`src/rtl/tpgpio_pkg.sv`:
```
package tpgpio_pkg;
  localparam logic [7:0] ADDR_GRP_A_DATA = 8'h05;
  localparam logic [7:0] ADDR_GRP_B_DATA = 8'h06;
  localparam logic [7:0] ADDR_GRP_C_DATA = 8'h07;
  localparam logic [7:0] ADDR_INTR_CTRL = 8'h0b;
  localparam logic [7:0] ADDR_CMP_CTRL = 8'h1f;
  localparam logic [7:0] ADDR_TMR_PU_CFG = 8'h81;
  localparam logic [7:0] ADDR_DIR_A = 8'h85;
  localparam logic [7:0] ADDR_DIR_B = 8'h86;
  localparam logic [7:0] ADDR_DIR_C = 8'h87;
  localparam logic [7:0] ADDR_VREF_CTRL = 8'h9f;
  localparam logic [5:0] RST_DIR_A = 6'h3f;
  localparam logic [7:0] RST_DIR_B = 8'hff;
  localparam logic [7:0] RST_DIR_C = 8'hff;
  localparam logic [7:0] RST_TMR_PU_CFG = 8'hff;
  localparam logic [7:0] RST_CMP_CTRL = 8'h00;
  localparam logic [7:0] RST_VREF_CTRL = 8'h00;
  localparam logic [7:0] RST_INTR_CTRL = 8'h00;
  localparam logic [5:0] RST_LAT_A = 6'h00;
  localparam logic [7:0] RST_LAT_BC = 8'h00;
  localparam int PU_EN_N_BIT = 7;
  localparam int PIN_CHG_FLAG_BIT = 0;
  localparam int PIN_CHG_EN_BIT = 3;
  localparam int TMR_CLK_PIN = 4;
  localparam int VREF_PIN = 2;
  localparam int VREF_OE_BIT = 6;
  localparam int VREF_EN_BIT = 7;
  localparam logic [2:0] CM_MODE_OFF = 3'h7;
  localparam logic [2:0] CM_MODE_RESET = 3'h0;
  localparam logic [2:0] CM_MODE_OUTS = 3'h6;
  localparam logic [7:0] CMP_CTRL_WMASK = 8'h0f;
  localparam logic [7:0] VREF_CTRL_WMASK = 8'hef;

  typedef struct packed {
    logic [7:0] addr;
    logic [7:0] wdata;
    logic wr;
    logic rd;
  } tpgpio_bus_req_t;

  typedef struct packed {
    logic [7:0] o;
    logic [7:0] oe;
  } tpgpio_pin_drv_t;
endpackage

```
`src/rtl/tpgpio_top.sv`:
```
// Contract
// Group A is a six-bit output latch with a direction bit per pin.
// Group A pin four is open-drain only and feeds the timer clock.
// Direction set means high impedance; cleared drives the latch value.
// Data reads return pin levels; writes update only the latch.
// Port writes are read-modify-write into the whole data latch.
// Comparator and reference controls override digital use of group A pins.
// Group A pins selected as comparator inputs read as zero.
// Reset makes group A inputs, digital inputs off, comparator inputs grounded.
// Direction bits still control group A pins used as comparator inputs.
// Software sets pin two direction and uses high-impedance loads for reference.
// In output mode pins three and four carry comparator outputs if driven.
// Group B is eight-bit bidirectional with an eight-bit direction register.
// Clearing pull-up enable bit seven of config enables all group B pull-ups.
// A pull-up is off for output pins and all are off after power-on.
// Change detect covers group B pins seven to four, inputs only.
// Inputs compare with value latched at last group B read; OR sets flag. The code also latches on group B writes.
// The pin change event can wake the device from sleep.
// The flag keeps setting while a mismatch persists.
// Software avoids polling group B while relying on change detect.
// Group C is eight-bit bidirectional with its own direction register.
// The flag sets regardless of individual or global enable bits.
// Group C direction resets to all ones; its latch survives other resets.
// Pin levels pass a synchroniser before reads and change detect.
//
// Our own choice: the address-and-strobe port.
`timescale 1ns/1ps
`default_nettype none
module tpgpio_top (
  input wire logic clk,
  input wire logic rstn,
  input wire logic por_n,
  input wire tpgpio_pkg::tpgpio_bus_req_t bus_req,
  output logic [7:0] rdata,
  input wire logic [5:0] pin_a_i,
  output tpgpio_pkg::tpgpio_pin_drv_t pin_a_drv,
  input wire logic [7:0] pin_b_i,
  output tpgpio_pkg::tpgpio_pin_drv_t pin_b_drv,
  output logic [7:0] pin_b_pullup,
  input wire logic [7:0] pin_c_i,
  output tpgpio_pkg::tpgpio_pin_drv_t pin_c_drv,
  input wire logic [1:0] cmp_out,
  output logic [5:0] cmp_in_gnd,
  output logic timer_ext_clock_in,
  output logic [7:0] comparator_control,
  output logic [7:0] voltage_reference_control,
  output logic [7:0] timer_pullup_config,
  output logic pin_change_flag,
  output logic wake_req
);
  import tpgpio_pkg::*;

  logic [5:0] dir_a_q;
  logic [7:0] dir_b_q;
  logic [7:0] dir_c_q;
  logic [5:0] lat_a_q;
  logic [7:0] lat_b_q;
  logic [7:0] lat_c_q;
  logic [7:0] cmp_ctrl_q;
  logic [7:0] vref_ctrl_q;
  logic [7:0] cfg_q;
  logic [7:0] intr_ctrl_q;
  logic [3:0] chg_ref_q;
  logic [7:0] rdata_q;
  logic pu_off_q;
  logic chg_armed_q;
  tpgpio_pin_drv_t pin_a_drv_q;
  tpgpio_pin_drv_t pin_b_drv_q;
  tpgpio_pin_drv_t pin_c_drv_q;
  logic [7:0] pullup_q;
  logic [5:0] cmp_gnd_q;
  logic wake_q;
  logic tmr_clk_q;
  logic [23:0] sync1_q;
  logic [23:0] sync2_q;
  logic [23:0] sync3_q;
  logic [23:0] pins_q;

  // Three-stage sampler, level accepted when stages two and three agree
  // Comparator results are asynchronous as well, so they share it
  wire [23:0] raw_pins = {cmp_out, pin_c_i, pin_b_i, pin_a_i};
  wire [23:0] agree = ~(sync2_q ^ sync3_q);
  wire [23:0] pins_d = (agree & sync3_q) | (~agree & pins_q);
  always_ff @(posedge clk or negedge rstn) begin
    if (!rstn) begin
      sync1_q <= '0;
      sync2_q <= '0;
      sync3_q <= '0;
      pins_q <= '0;
    end else begin
      sync1_q <= raw_pins;
      sync2_q <= sync1_q;
      sync3_q <= sync2_q;
      pins_q <= pins_d;
    end
  end
  wire [5:0] lvl_a = pins_q[5:0];
  wire [7:0] lvl_b = pins_q[13:6];
  wire [7:0] lvl_c = pins_q[21:14];
  wire [1:0] cmp_lvl = pins_q[23:22];

  // Comparator pin function decode
  wire [2:0] cm_mode = cmp_ctrl_q[2:0];
  wire cm_off = (cm_mode == CM_MODE_OFF);
  wire cm_reset_mode = (cm_mode == CM_MODE_RESET);
  wire cm_outs = (cm_mode == CM_MODE_OUTS);
  wire [5:0] analog_in = cm_off ? 6'h00 : (cm_outs ? 6'h07 : 6'h0f);
  wire vref_out = vref_ctrl_q[VREF_EN_BIT] & vref_ctrl_q[VREF_OE_BIT];
  wire [5:0] analog_sel = analog_in | (vref_out ? 6'h04 : 6'h00);

  // Bus decode
  wire wr_a = bus_req.wr && (bus_req.addr == ADDR_GRP_A_DATA);
  wire wr_b = bus_req.wr && (bus_req.addr == ADDR_GRP_B_DATA);
  wire wr_c = bus_req.wr && (bus_req.addr == ADDR_GRP_C_DATA);
  wire wr_intr = bus_req.wr && (bus_req.addr == ADDR_INTR_CTRL);
  wire wr_cmp = bus_req.wr && (bus_req.addr == ADDR_CMP_CTRL);
  wire wr_cfg = bus_req.wr && (bus_req.addr == ADDR_TMR_PU_CFG);
  wire wr_dir_a = bus_req.wr && (bus_req.addr == ADDR_DIR_A);
  wire wr_dir_b = bus_req.wr && (bus_req.addr == ADDR_DIR_B);
  wire wr_dir_c = bus_req.wr && (bus_req.addr == ADDR_DIR_C);
  wire wr_vref = bus_req.wr && (bus_req.addr == ADDR_VREF_CTRL);
  wire rd_b = bus_req.rd && (bus_req.addr == ADDR_GRP_B_DATA);

  wire [5:0] read_a = lvl_a & ~analog_sel;
  logic [7:0] rd_mux;
  always_comb begin
    if (bus_req.addr == ADDR_GRP_A_DATA) begin
      rd_mux = {2'b00, read_a};
    end else if (bus_req.addr == ADDR_GRP_B_DATA) begin
      rd_mux = lvl_b;
    end else if (bus_req.addr == ADDR_GRP_C_DATA) begin
      rd_mux = lvl_c;
    end else if (bus_req.addr == ADDR_INTR_CTRL) begin
      rd_mux = intr_ctrl_q;
    end else if (bus_req.addr == ADDR_CMP_CTRL) begin
      rd_mux = {cmp_lvl, 2'b00, cmp_ctrl_q[3:0]};
    end else if (bus_req.addr == ADDR_TMR_PU_CFG) begin
      rd_mux = cfg_q;
    end else if (bus_req.addr == ADDR_DIR_A) begin
      rd_mux = {2'b00, dir_a_q};
    end else if (bus_req.addr == ADDR_DIR_B) begin
      rd_mux = dir_b_q;
    end else if (bus_req.addr == ADDR_DIR_C) begin
      rd_mux = dir_c_q;
    end else if (bus_req.addr == ADDR_VREF_CTRL) begin
      rd_mux = vref_ctrl_q & VREF_CTRL_WMASK;
    end else begin
      rd_mux = 8'h00;
    end
  end

  // Write value replaces whole latch; bus master supplies the modified pin image
  wire [5:0] lat_a_d = wr_a ? bus_req.wdata[5:0] : lat_a_q;
  wire [7:0] lat_b_d = wr_b ? bus_req.wdata : lat_b_q;
  wire [7:0] lat_c_d = wr_c ? bus_req.wdata : lat_c_q;
  wire [5:0] dir_a_d = wr_dir_a ? bus_req.wdata[5:0] : dir_a_q;
  wire [7:0] dir_b_d = wr_dir_b ? bus_req.wdata : dir_b_q;
  wire [7:0] dir_c_d = wr_dir_c ? bus_req.wdata : dir_c_q;
  wire [7:0] cmp_ctrl_d = wr_cmp ? (bus_req.wdata & CMP_CTRL_WMASK) : cmp_ctrl_q;
  wire [7:0] vref_ctrl_d = wr_vref ? (bus_req.wdata & VREF_CTRL_WMASK) : vref_ctrl_q;
  wire [7:0] cfg_d = wr_cfg ? bus_req.wdata : cfg_q;
  wire [7:0] rdata_d = bus_req.rd ? rd_mux : 8'h00;

  // Change detect on upper group B inputs
  wire [3:0] upper_in = lvl_b[7:4];
  // No reference exists until the first group B access, so no false change after reset
  wire chg_armed_d = chg_armed_q || rd_b || wr_b;
  wire [3:0] mismatch = (upper_in ^ chg_ref_q) & dir_b_q[7:4] & {4{chg_armed_q}};
  wire chg_event = |mismatch;
  wire [3:0] chg_ref_d = (rd_b || wr_b) ? upper_in : chg_ref_q;
  logic [7:0] intr_d;
  always_comb begin
    intr_d = wr_intr ? bus_req.wdata : intr_ctrl_q;
    // Set wins over software clear
    if (chg_event) begin
      intr_d[PIN_CHG_FLAG_BIT] = 1'b1;
    end
  end

  always_ff @(posedge clk or negedge rstn) begin
    if (!rstn) begin
      dir_a_q <= RST_DIR_A;
    end else begin
      dir_a_q <= dir_a_d;
    end
  end

  always_ff @(posedge clk or negedge rstn) begin
    if (!rstn) begin
      dir_b_q <= RST_DIR_B;
    end else begin
      dir_b_q <= dir_b_d;
    end
  end

  always_ff @(posedge clk or negedge rstn) begin
    if (!rstn) begin
      dir_c_q <= RST_DIR_C;
    end else begin
      dir_c_q <= dir_c_d;
    end
  end

  always_ff @(posedge clk or negedge rstn) begin
    if (!rstn) begin
      cmp_ctrl_q <= RST_CMP_CTRL;
    end else begin
      cmp_ctrl_q <= cmp_ctrl_d;
    end
  end

  always_ff @(posedge clk or negedge rstn) begin
    if (!rstn) begin
      vref_ctrl_q <= RST_VREF_CTRL;
    end else begin
      vref_ctrl_q <= vref_ctrl_d;
    end
  end

  always_ff @(posedge clk or negedge rstn) begin
    if (!rstn) begin
      cfg_q <= RST_TMR_PU_CFG;
    end else begin
      cfg_q <= cfg_d;
    end
  end

  always_ff @(posedge clk or negedge rstn) begin
    if (!rstn) begin
      intr_ctrl_q <= RST_INTR_CTRL;
    end else begin
      intr_ctrl_q <= intr_d;
    end
  end

  always_ff @(posedge clk or negedge rstn) begin
    if (!rstn) begin
      chg_ref_q <= 4'h0;
    end else begin
      chg_ref_q <= chg_ref_d;
    end
  end

  always_ff @(posedge clk or negedge rstn) begin
    if (!rstn) begin
      chg_armed_q <= 1'b0;
    end else begin
      chg_armed_q <= chg_armed_d;
    end
  end

  always_ff @(posedge clk or negedge rstn) begin
    if (!rstn) begin
      lat_a_q <= RST_LAT_A;
    end else begin
      lat_a_q <= lat_a_d;
    end
  end

  // Read data stands for one cycle only, zero otherwise
  always_ff @(posedge clk or negedge rstn) begin
    if (!rstn) begin
      rdata_q <= 8'h00;
    end else begin
      rdata_q <= rdata_d;
    end
  end

  // Group B and C latches keep their value across resets other than power-on
  always_ff @(posedge clk or negedge por_n) begin
    if (!por_n) begin
      lat_b_q <= RST_LAT_BC;
    end else begin
      lat_b_q <= lat_b_d;
    end
  end

  always_ff @(posedge clk or negedge por_n) begin
    if (!por_n) begin
      lat_c_q <= RST_LAT_BC;
    end else begin
      lat_c_q <= lat_c_d;
    end
  end

  // Pull-ups stay off until the second edge after power-on release
  always_ff @(posedge clk or negedge por_n) begin
    if (!por_n) begin
      pu_off_q <= 1'b1;
    end else begin
      pu_off_q <= 1'b0;
    end
  end

  // Pin drivers
  logic [5:0] a_o;
  logic [5:0] a_oe;
  always_comb begin
    a_o = lat_a_q;
    a_oe = ~dir_a_q;
    if (cm_outs) begin
      a_o[3] = cmp_lvl[0];
      a_o[TMR_CLK_PIN] = cmp_lvl[1];
    end
    // Open-drain: drive only a low
    a_oe[TMR_CLK_PIN] = ~dir_a_q[TMR_CLK_PIN] & ~a_o[TMR_CLK_PIN];
    a_o[TMR_CLK_PIN] = 1'b0;
  end

  wire [7:0] pullup_d = (cfg_q[PU_EN_N_BIT] || pu_off_q) ? 8'h00 : dir_b_q;
  wire [5:0] cmp_gnd_d = cm_reset_mode ? 6'h0f : 6'h00;
  wire wake_d = chg_event && intr_ctrl_q[PIN_CHG_EN_BIT];

  always_ff @(posedge clk or negedge rstn) begin
    if (!rstn) begin
      pin_a_drv_q <= '0;
    end else begin
      pin_a_drv_q <= {2'b00, a_o, 2'b00, a_oe};
    end
  end

  always_ff @(posedge clk or negedge rstn) begin
    if (!rstn) begin
      pin_b_drv_q <= '0;
    end else begin
      pin_b_drv_q <= {lat_b_q, ~dir_b_q};
    end
  end

  always_ff @(posedge clk or negedge rstn) begin
    if (!rstn) begin
      pin_c_drv_q <= '0;
    end else begin
      pin_c_drv_q <= {lat_c_q, ~dir_c_q};
    end
  end

  always_ff @(posedge clk or negedge rstn) begin
    if (!rstn) begin
      pullup_q <= 8'h00;
    end else begin
      pullup_q <= pullup_d;
    end
  end

  always_ff @(posedge clk or negedge rstn) begin
    if (!rstn) begin
      cmp_gnd_q <= 6'h0f;
    end else begin
      cmp_gnd_q <= cmp_gnd_d;
    end
  end

  always_ff @(posedge clk or negedge rstn) begin
    if (!rstn) begin
      wake_q <= 1'b0;
    end else begin
      wake_q <= wake_d;
    end
  end

  always_ff @(posedge clk or negedge rstn) begin
    if (!rstn) begin
      tmr_clk_q <= 1'b0;
    end else begin
      tmr_clk_q <= lvl_a[TMR_CLK_PIN];
    end
  end

  assign pin_a_drv = pin_a_drv_q;
  assign pin_b_drv = pin_b_drv_q;
  assign pin_c_drv = pin_c_drv_q;
  assign pin_b_pullup = pullup_q;
  assign cmp_in_gnd = cmp_gnd_q;
  assign wake_req = wake_q;
  assign timer_ext_clock_in = tmr_clk_q;
  assign rdata = rdata_q;
  assign comparator_control = cmp_ctrl_q;
  assign voltage_reference_control = vref_ctrl_q;
  assign timer_pullup_config = cfg_q;
  assign pin_change_flag = intr_ctrl_q[PIN_CHG_FLAG_BIT];
endmodule
`default_nettype wire

```
`config.mk`:
```
export PLATFORM = sky130hd
export DESIGN_NAME = tpgpio_top
export DESIGN_NICKNAME = d
export VERILOG_FILES = /design/src/rtl/tpgpio_pkg.sv /design/src/rtl/tpgpio_top.sv
export SDC_FILE = /design/constraint.sdc
export NUM_CORES = 1
export LEC_CHECK = 0
export ABC_AREA = 0
export BUFFER_PORTS_ARGS = -buffer_cell sky130_fd_sc_hd__buf_2
export CORE_MARGIN = 2
export CORE_UTILIZATION = 33
export DETAILED_ROUTE_END_ITERATION = 7
export PLACE_DENSITY = 0.58
export SLEW_MARGIN = 20
export SYNTH_ARGS = -nofsm -noshare
export SYNTH_HDL_FRONTEND = slang
export SYNTH_SLANG_ARGS = --single-unit
```
`constraint.sdc`:
```
create_clock -name clk -period 1.9 [get_ports clk]
set_input_delay 0 -clock clk [delete_from_list [all_inputs] [get_ports clk]]
set_output_delay 0 -clock clk [all_outputs]
set_load 0.1 [all_outputs]
```
* Yosys cells after proc, flatten, opt, wreduce, memory -nomap -nowiden
Index checks and enable logic that the tools add are counted.
** Storage, ports and cells
- Register bits :: 238
- Output and inout port bits :: 97
** Cells by class
- Equality and inequality tests :: 12
- Muxes and demuxes :: 19
- Bitwise gates (word level) :: 19
- Reduce and logical (&&, ||, !) cells :: 19
** Operators by type and width (number)
- 2-to-1 mux 8 bit :: 12
- bitwise AND 24 bit :: 2
- inverter 24 bit :: 2
- == test 8 bit (second input constant) :: 5
- == test 8 x 3 -> 1 bit (second input constant) :: 3
- bitwise OR 24 bit :: 1
- bitwise XOR 24 bit :: 1
- inverter 8 bit :: 2
- logical AND 1 bit :: 12
- 2-to-1 mux 4 bit :: 3
- bitwise AND 4 bit :: 2
- == test 8 x 4 -> 1 bit (second input constant) :: 1
- == test 8 x 5 -> 1 bit (second input constant) :: 1
- bitwise AND 6 bit :: 1
- == test 3 bit (second input constant) :: 2
- inverter 4 -> 6 bit :: 1
- inverter 6 bit :: 1
- logical OR 1 bit :: 4
- bitwise OR 4 x 3 -> 4 bit :: 1
- OR reduction 4 bit :: 1
- bitwise XOR 4 bit :: 1
- logical NOT 3 bit :: 1
- 2-to-1 mux 3 bit :: 1
- bitwise AND 1 bit :: 2
- other kinds (4) :: 6

* Depth between registers and ports, before layout
Gate-level depths: netlist (run 1).
- Depth in word-level cells :: 12
- Gate-level depth with buffers :: 8

* Worst setup path before layout (run 1)
OpenSTA, ideal clock, no wires.
- Path kind :: reg2reg
- Start point :: reg vref_ctrl_q[0] (netlist: voltage_reference_control[0])
- End point :: reg rdata_q[0] (netlist: rdata[0])
- Library setup time :: 0.104 ns
- Arrival :: 2.012 ns
- Slack :: -0.216 ns
- Stages on the path, launching flop included :: 6
- Path through :: dfrtp_1 nand3_1 a2111oi_0 o21ai_0 a41o_1 a221oi_1
** On the way
- Longest elaborated chain between the ends :: 11
** Ends and longest elaborated chain
- start, declared :: RTL line tpgpio_top.sv:60 : logic [7:0] vref_ctrl_q;
- start signal, assigned :: RTL line tpgpio_top.sv:216 : vref_ctrl_q <= vref_ctrl_d;
- 2-to-1 mux 8 bit :: RTL line tpgpio_top.sv:145 : end else if (bus_req.addr == ADDR_VREF_CTRL) begin
- 2-to-1 mux 8 bit :: RTL line tpgpio_top.sv:143 : end else if (bus_req.addr == ADDR_DIR_C) begin
- 2-to-1 mux 8 bit :: RTL line tpgpio_top.sv:141 : end else if (bus_req.addr == ADDR_DIR_B) begin
- 2-to-1 mux 8 bit :: RTL line tpgpio_top.sv:139 : end else if (bus_req.addr == ADDR_DIR_A) begin
- 2-to-1 mux 8 bit :: RTL line tpgpio_top.sv:137 : end else if (bus_req.addr == ADDR_TMR_PU_CFG) begin
- 2-to-1 mux 8 bit :: RTL line tpgpio_top.sv:135 : end else if (bus_req.addr == ADDR_CMP_CTRL) begin
- 2-to-1 mux 8 bit :: RTL line tpgpio_top.sv:133 : end else if (bus_req.addr == ADDR_INTR_CTRL) begin
- 2-to-1 mux 8 bit :: RTL line tpgpio_top.sv:131 : end else if (bus_req.addr == ADDR_GRP_C_DATA) begin
- 2-to-1 mux 8 bit :: RTL line tpgpio_top.sv:129 : end else if (bus_req.addr == ADDR_GRP_B_DATA) begin
- 2-to-1 mux 8 bit :: RTL line tpgpio_top.sv:127 : if (bus_req.addr == ADDR_GRP_A_DATA) begin
- 2-to-1 mux 8 bit :: RTL line tpgpio_top.sv:162 : wire [7:0] rdata_d = bus_req.rd ? rd_mux : 8'h00;
- named net rdata_d[0] :: RTL line tpgpio_top.sv:162
- end signal, assigned :: RTL line tpgpio_top.sv:265 : rdata_q <= rdata_d;
- end, declared :: RTL line tpgpio_top.sv:64 : logic [7:0] rdata_q;
The timed path passes the listed nets, and every way through them passes these cells.
A chain may end at the register's enable or synchronous reset.

* Final worst setup path (run 1)
Same ends and word-level chain as after synthesis.

==> flow_metrics.tcl, run 1 <==
set metrics [dict create \
    crit_path_start_kind "flop" \
    h-tree-depth 1 \
    synthArstFlopShare_pct 100 \
    hp-class "in -> async" \
    synth-seq-cells 235 \
    multi_input_area_um2 2300 \
    grt_start_max_net_pins 62 \
    drive_above_1_share_pct 39.5 \
    dieArea_um2 27000 \
    tightest_slew_ps 749 \
    crit_type "reg -> reg" \
    holdWs_ps 19.0 \
    grtUsageTotal_pct 16.4 \
    worst_clock_skew_ps 6.73 \
    reg2reg_from "voltage_reference_control[0]" \
    finalWirelength_um 21500 \
    start_util_pct 33.7 \
    cts_buffers 25 \
    path_clk_slew_ps 60 \
    drtIter0Drc 286 \
    layout.area.seq_um2 5930 \
    synth_top_area_cell "dfrtp_1" \
    grt_overflow_total 0 \
    synth_edf_count 0 \
    grt_pass1_wl_um 33300 \
    first_global_vias 5533 \
    crit_required_ps 2310 \
    vdd_ir_drop_max_mv 0.674 \
    fmax_mhz 572 \
    synthTopCellsByArea "dfrtp_1 60%, dfstp_2 9.9%, mux2_2 7.8%" \
    detail-route-antenna-nets 0 \
    first_pass_iters 4 \
    io_pins 142 \
    powerDensity_nw_per_um2 1090 \
    fp.dieH_um 164 \
    final_common_cell "dfrtp_1" \
    path_depth 5 \
    insertion_delay_ps 510 \
    finalPower_mw 12.0 \
    path_buf_inv 0 \
    via_count 5413 \
    worstRegToRegCells 5 \
    reg2reg_slack_ps 150 \
    num-fill-cells 2346 \
    period_needed_ps 1750 \
    core-area_um2 25200 \
    r2r-end "rdata[0]" \
    worstPathMaxFanout 3 \
    cts.sinks 235 \
    post_cts_buffers 0 \
    vias_per_cell 4.63 \
    yosysSeqAreaShare_pct 69.8 \
    endpoint_kind "flop" \
    yosysUniqueCellTypes 58 \
    critPathTopFamily "compound AO/OA/AOI/OAI gates" \
    p_leak_nw 5.25 \
    period_share_pct 92.1 \
    synth_top_area_share_pct 59.9 \
    synthFlopType "dfrtp_1" \
    fin_cells 1170 \
    finalHoldViolCount 0 \
    setup_viol_count_final 0 \
    drv_slew 0 \
    rsz0062_at_grt "false" \
    fin_ws_ps 150 \
    worst_path_max_delay_cell "a2111oi_0" \
    netlist_area_um2 8480 \
    routedWlPerCell_um 18.4 \
    cts_tree "yes" \
    port_buffers 129 \
    fin_nets 867 \
    die_w_um 164 \
    path_cells "nand3_1 > a2111oi_0 > o21ai_0 > a41o_1 > a221oi_1" \
    yosys_warnings 0 \
    outcome "complete, no violations" \
    dp_slack_ps -96.1 \
    syn_avg_cell_area_um2 14.1 \
    area_growth_syn_to_layout_pct 30.2 \
    num_rows 58 \
    dp_hpwl_um 15500 \
    antenna_found_initial 1 \
    cts_max_path_buffers 3 \
    final_cell_mix "199 x dfrtp_1, 128 x buf_2, 59 x mux2_2" \
    placed_cells 1088 \
    ctsRootBufferMaster "clkbuf_16" \
    syn_inst 603 \
    worstPathArrival_ps 2160 \
    cp-startpoint "voltage_reference_control[0]" \
    routabilityCongestion 0.861 \
    maxSlewHeadroom_pct 49.9 \
    cp-endpoint "rdata[0]" \
    maxCapViolCount 0 \
    drcViolationCount 0 \
    cpPeakStageDelay_ps 450 \
]
[timing repair]
action                                  in CTS  in global routing
hold buffers                                37                  0
resized for setup                            0                  1
endpoints found under the setup margin       0                  1
endpoints found under the hold margin      292                  0
[kinds of logic (layout without fill, tap and decap cells)]
logic type	after synthesis	in the layout	share of synthesized area [%]
multiplexers	61	61	8.07
flip-flops	235	235	69.8
XOR/XNOR	5	5	0.517
AND/OR/NAND/NOR	122	122	7.91
AO/OA/AOI/OAI	93	93	7.28
adder cells (fa/ha/maj)	24	24	2.83
buffers and inverters	62	286	3.51
other	1	14	0.0442
[cell type report]
type	count	share of cell area, %
Clock buffer	35	6.55
Multi-Input combinational cell	318	20.9
Clock inverter	9	0.918
Inverter	24	0.816
Antenna cell	1	0.0227
Timing Repair Buffer	218	13.4
Sequential cell	235	53.7
Tap cell	330	3.74
[routing by layer]
| layer | routed length, um | track usage, % | vias to the layer above |
|---|---|---|---|
| li1 | - | - | 2523 |
| met2 | 10100 | 26.5 | 142 |
| met3 | 1100 | 3.13 | 35 |
| met1 | 9900 | 22.8 | 2713 |
| met5 | 0 | 0 | - |
| met4 | 469 | 3.87 | 0 |
[worst min path at each step]
stage / depth (start not counted) / startpoint / end
after global placement: 1 / por_n / lat_c_q[1]
after CTS: 2 / por_n / pu_off_q
after detailed placement: 1 / por_n / lat_c_q[1]
after floorplan: 0 / rstn / asynchronous set/reset pin
final: 2 / rstn / sync3_q[21]
after global routing: 2 / por_n / pu_off_q
[cells in the mapped netlist (4+ instances only)]
cell / instances
dfrtp_1: 203
mux2_2: 59
nand2_1: 41
dfstp_2: 32
o21ai_0: 30
inv_1: 24
maj3_1: 24
clkbuf_1: 20
a21oi_1: 17
buf_4: 17
nor2_1: 13
nand3_1: 11
nor3_1: 10
o22ai_1: 7
a221oi_1: 6
nor2b_1: 6
a211oi_1: 5
and2_1: 5
xnor2_1: 5
and3_1: 4
o211ai_1: 4
[through the flow]
| stage | TNS [ps] | area (um^2) | util, % |
|---|---|---|---|
| final | 0 | 11000 | 43.8 |
| after global routing | 0 | 11000 | 43.8 |
| after CTS | 0 | 11000 | 43.8 |
| after detailed placement | -1720 | 9840 | 39.1 |
| after global placement | -1170 | 9840 | 39.1 |
| after floorplan | -152 | 8530 | - |
[power breakdown]
| part | leakage [nW] | internal (mW) | total (mW) | switching, mW |
|---|---|---|---|---|
| sequential | 2.87 | 5.34 | 5.52 | 0.179 |
| combinational | 1.97 | 0.364 | 1.69 | 1.33 |
| clock | 0.408 | 2.92 | 4.83 | 1.91 |
No activity file was read; power rests on OpenSTA's default activity.
==> inputs of run 2 (changes only) <==
--- a/config.mk
+++ b/config.mk
@@ -10,6 +10,7 @@
 export CORE_MARGIN = 2
 export CORE_UTILIZATION = 33
 export DETAILED_ROUTE_END_ITERATION = 7
+export HOLD_SLACK_MARGIN = 0.06
 export PLACE_DENSITY = 0.58
 export SLEW_MARGIN = 20
 export SYNTH_ARGS = -nofsm -noshare
==> constraint.sdc (replaced) <==
create_clock -name clk -period 1.98 [get_ports clk]
set_input_delay 0 -clock clk [delete_from_list [all_inputs] [get_ports clk]]
set_output_delay 0 -clock clk [all_outputs]
set_load 0.1 [all_outputs]
==> run 2 against run 1 <==
Via count increased by 0.17%. Die area stayed put. Sequential cell count unchanged. Critical path depth up 4. Clock power about the same. Setup slack got worse by 9.2 ps. Power fell by 2.6%. Combinational power fell by 5%. Critical endpoint is now rdata[7]. Count of clock-buffer cells in the layout grew 4.
==> flow_metrics.tcl, run 2 (same netlist as run 1, synthesis figures left out) <==
set metrics [dict create \
    drv_slew 0 \
    io_pins 142 \
    core-area_um2 25200 \
    antenna_found_initial 0 \
    h-tree-depth 1 \
    grt_overflow_total 0 \
    first_global_vias 5481 \
    cts_buffers 26 \
    vdd_ir_drop_max_mv 0.671 \
    routedWlPerCell_um 18.2 \
    path_cells "dlygate4sd3_1 > buf_2 > or2_1 > nor4_2 > buf_4 > buf_4 > a22oi_1 > a211oi_1 > buf_4" \
    pwr-share-seq_pct 45.1 \
    period_share_pct 92.9 \
    finalWirelength_um 21200 \
    ctsRootBufferMaster "clkbuf_16" \
    finalHoldViolCount 0 \
    endpoint_kind "flop" \
    powerDensity_nw_per_um2 1060 \
    dieArea_um2 27000 \
    final_cell_mix "200 x dfrtp_1, 128 x buf_2, 59 x mux2_2" \
    crit_required_ps 2440 \
    drive_above_1_share_pct 38.1 \
    finalPower_mw 11.7 \
    setup_viol_count_final 0 \
    holdWs_ps 99.4 \
    fin_nets 860 \
    grt_util_met1_pct 22.2 \
    vias_per_cell 4.65 \
    start_util_pct 33.7 \
    dp_hpwl_um 15000 \
    grt_busiest_layer "met2" \
    period_needed_ps 1840 \
    port_buffers 129 \
    num_antenna_cells 0 \
    worst_clock_skew_ps 7.81 \
    worstPathArrival_ps 2300 \
    num-fill-cells 2315 \
    final_common_cell "dfrtp_1" \
    num_rows 58 \
    worst_path_max_delay_cell "dlygate4sd3_1" \
    first_pass_iters 4 \
    insertion_delay_ps 520 \
    hp-class "in -> reg" \
    finalSetupTns_ps 0 \
    switching_share_pct 28.3 \
    fmax_mhz 544 \
    outcome "complete, no violations" \
    maxSlewHeadroom_pct 48.7 \
    p_leak_nw 5.21 \
    cts_max_path_buffers 3 \
    grt_pass1_wl_um 32500 \
    drtIter0Drc 362 \
    grtUsageTotal_pct 15.9 \
    cpPeakStageDelay_ps 540 \
    maxCapViolCount 0 \
    tightest_slew_ps 767 \
    via_count 5422 \
    detailed_place.area_um2 9720 \
    rsz0062_at_grt "false" \
    net-switching-power_mw 3.32 \
    internal_power_mw 8.41 \
    detail-route-antenna-nets 0 \
    path_clk_slew_ps 60 \
    routabilityCongestion 0.911 \
    final_util_pct 43.7 \
    crit_path_frequent_cell "buf_4" \
    worstPathMaxFanout 7 \
    cts_tree "yes" \
    drcViolationCount 0 \
    area_growth_syn_to_layout_pct 29.9 \
    die_w_um 164 \
    cts.sinks 235 \
    fin_area_um2 11000 \
    crit_path_start_kind "input port" \
    pwr-share-comb_pct 13.7 \
    grt_use_met2_pct 25.9 \
    pwr-share-clk_pct 41.2 \
    fp.dieH_um 164 \
    crit_type "in -> reg" \
    grt_start_max_net_pins 67 \
    globalRouteMet3Util_pct 2.68 \
]
==> run 2: cell count changes in the layout (fill, tap and decap cells not counted), moves of 2 or more <==
cell / delta
clkinv_2: -2
buf_4: -11
clkinvlp_4: +3
buf_12: -2
dlygate4sd3_1: +5
clkbuf_1: +3
clkbuf_16: +2
==> run 2: repair_timing <==
item | in CTS | in global routing
buffers inserted | 0 | 0
gates resized for setup | 0 | 1
hold buffers | 42 | 0
endpoints found under the hold margin | 311 | 0
setup endpoints to repair | 0 | 1
==> run 2: layout make-up <==
cell class / count / area [um^2] / share of cell area, %
Sequential cell: 235 / 5920 / 53.8
Multi-Input combinational cell: 318 / 2310 / 20.9
Tap cell: 330 / 413 / 3.75
Inverter: 24 / 90.1 / 0.818
Clock buffer: 39 / 771 / 7.00
Timing Repair Buffer: 210 / 1410 / 12.8
Clock inverter: 9 / 105 / 0.954
==> run 2: metrics by stage <==
step / cells / setup slack (ps)
after global placement: 1075 / 20.2
after global routing: 1165 / 41.8
after floorplan: 615 / -72.5
after detailed placement: 1075 / 12.5
final: 1165 / 141
after CTS: 1165 / 176
==> run 2: worst max-delay path: cells and delay by family <==
family,cells,cell delay [ps]
buf+inv,5,1200
simple gates,2,640
compound gates,2,450
==> run 2: power by group through the flow <==
stage | registers (mW) | clock network, mW | logic [mW]
2_1_floorplan | 6.04 | 0 | 0.462
3_3_place_gp | 5.37 | 0 | 1.55
3_5_place_dp | 5.38 | 0 | 1.56
4_1_cts | 5.30 | 4.96 | 1.62
5_1_grt | 5.33 | 5.17 | 1.70
6_report | 5.29 | 4.83 | 1.61
==> run 2: per-layer routing <==
metal	share of wire, %	wire [um]
met1	45	9470
met2	47	9950
met3	5.8	1230
met4	2.4	512
met5	0	0
==> run 2: path summary, 6_finish.rpt <==
path                                         startpoint     endpoint  slack, ps  cells past startpoint
min                                         bus_req[11]     rdata[6]        100                      5
max                                         bus_req[16]     rdata[7]        140                      9
max reg2reg                voltage_reference_control[1]     rdata[1]        270                      5
min reg2reg                                 sync1_q[15]  sync2_q[15]        340                      0
min in group asynchronous                          rstn  sync1_q[11]        540                      3
max in group asynchronous                         por_n   lat_c_q[7]        250                      4
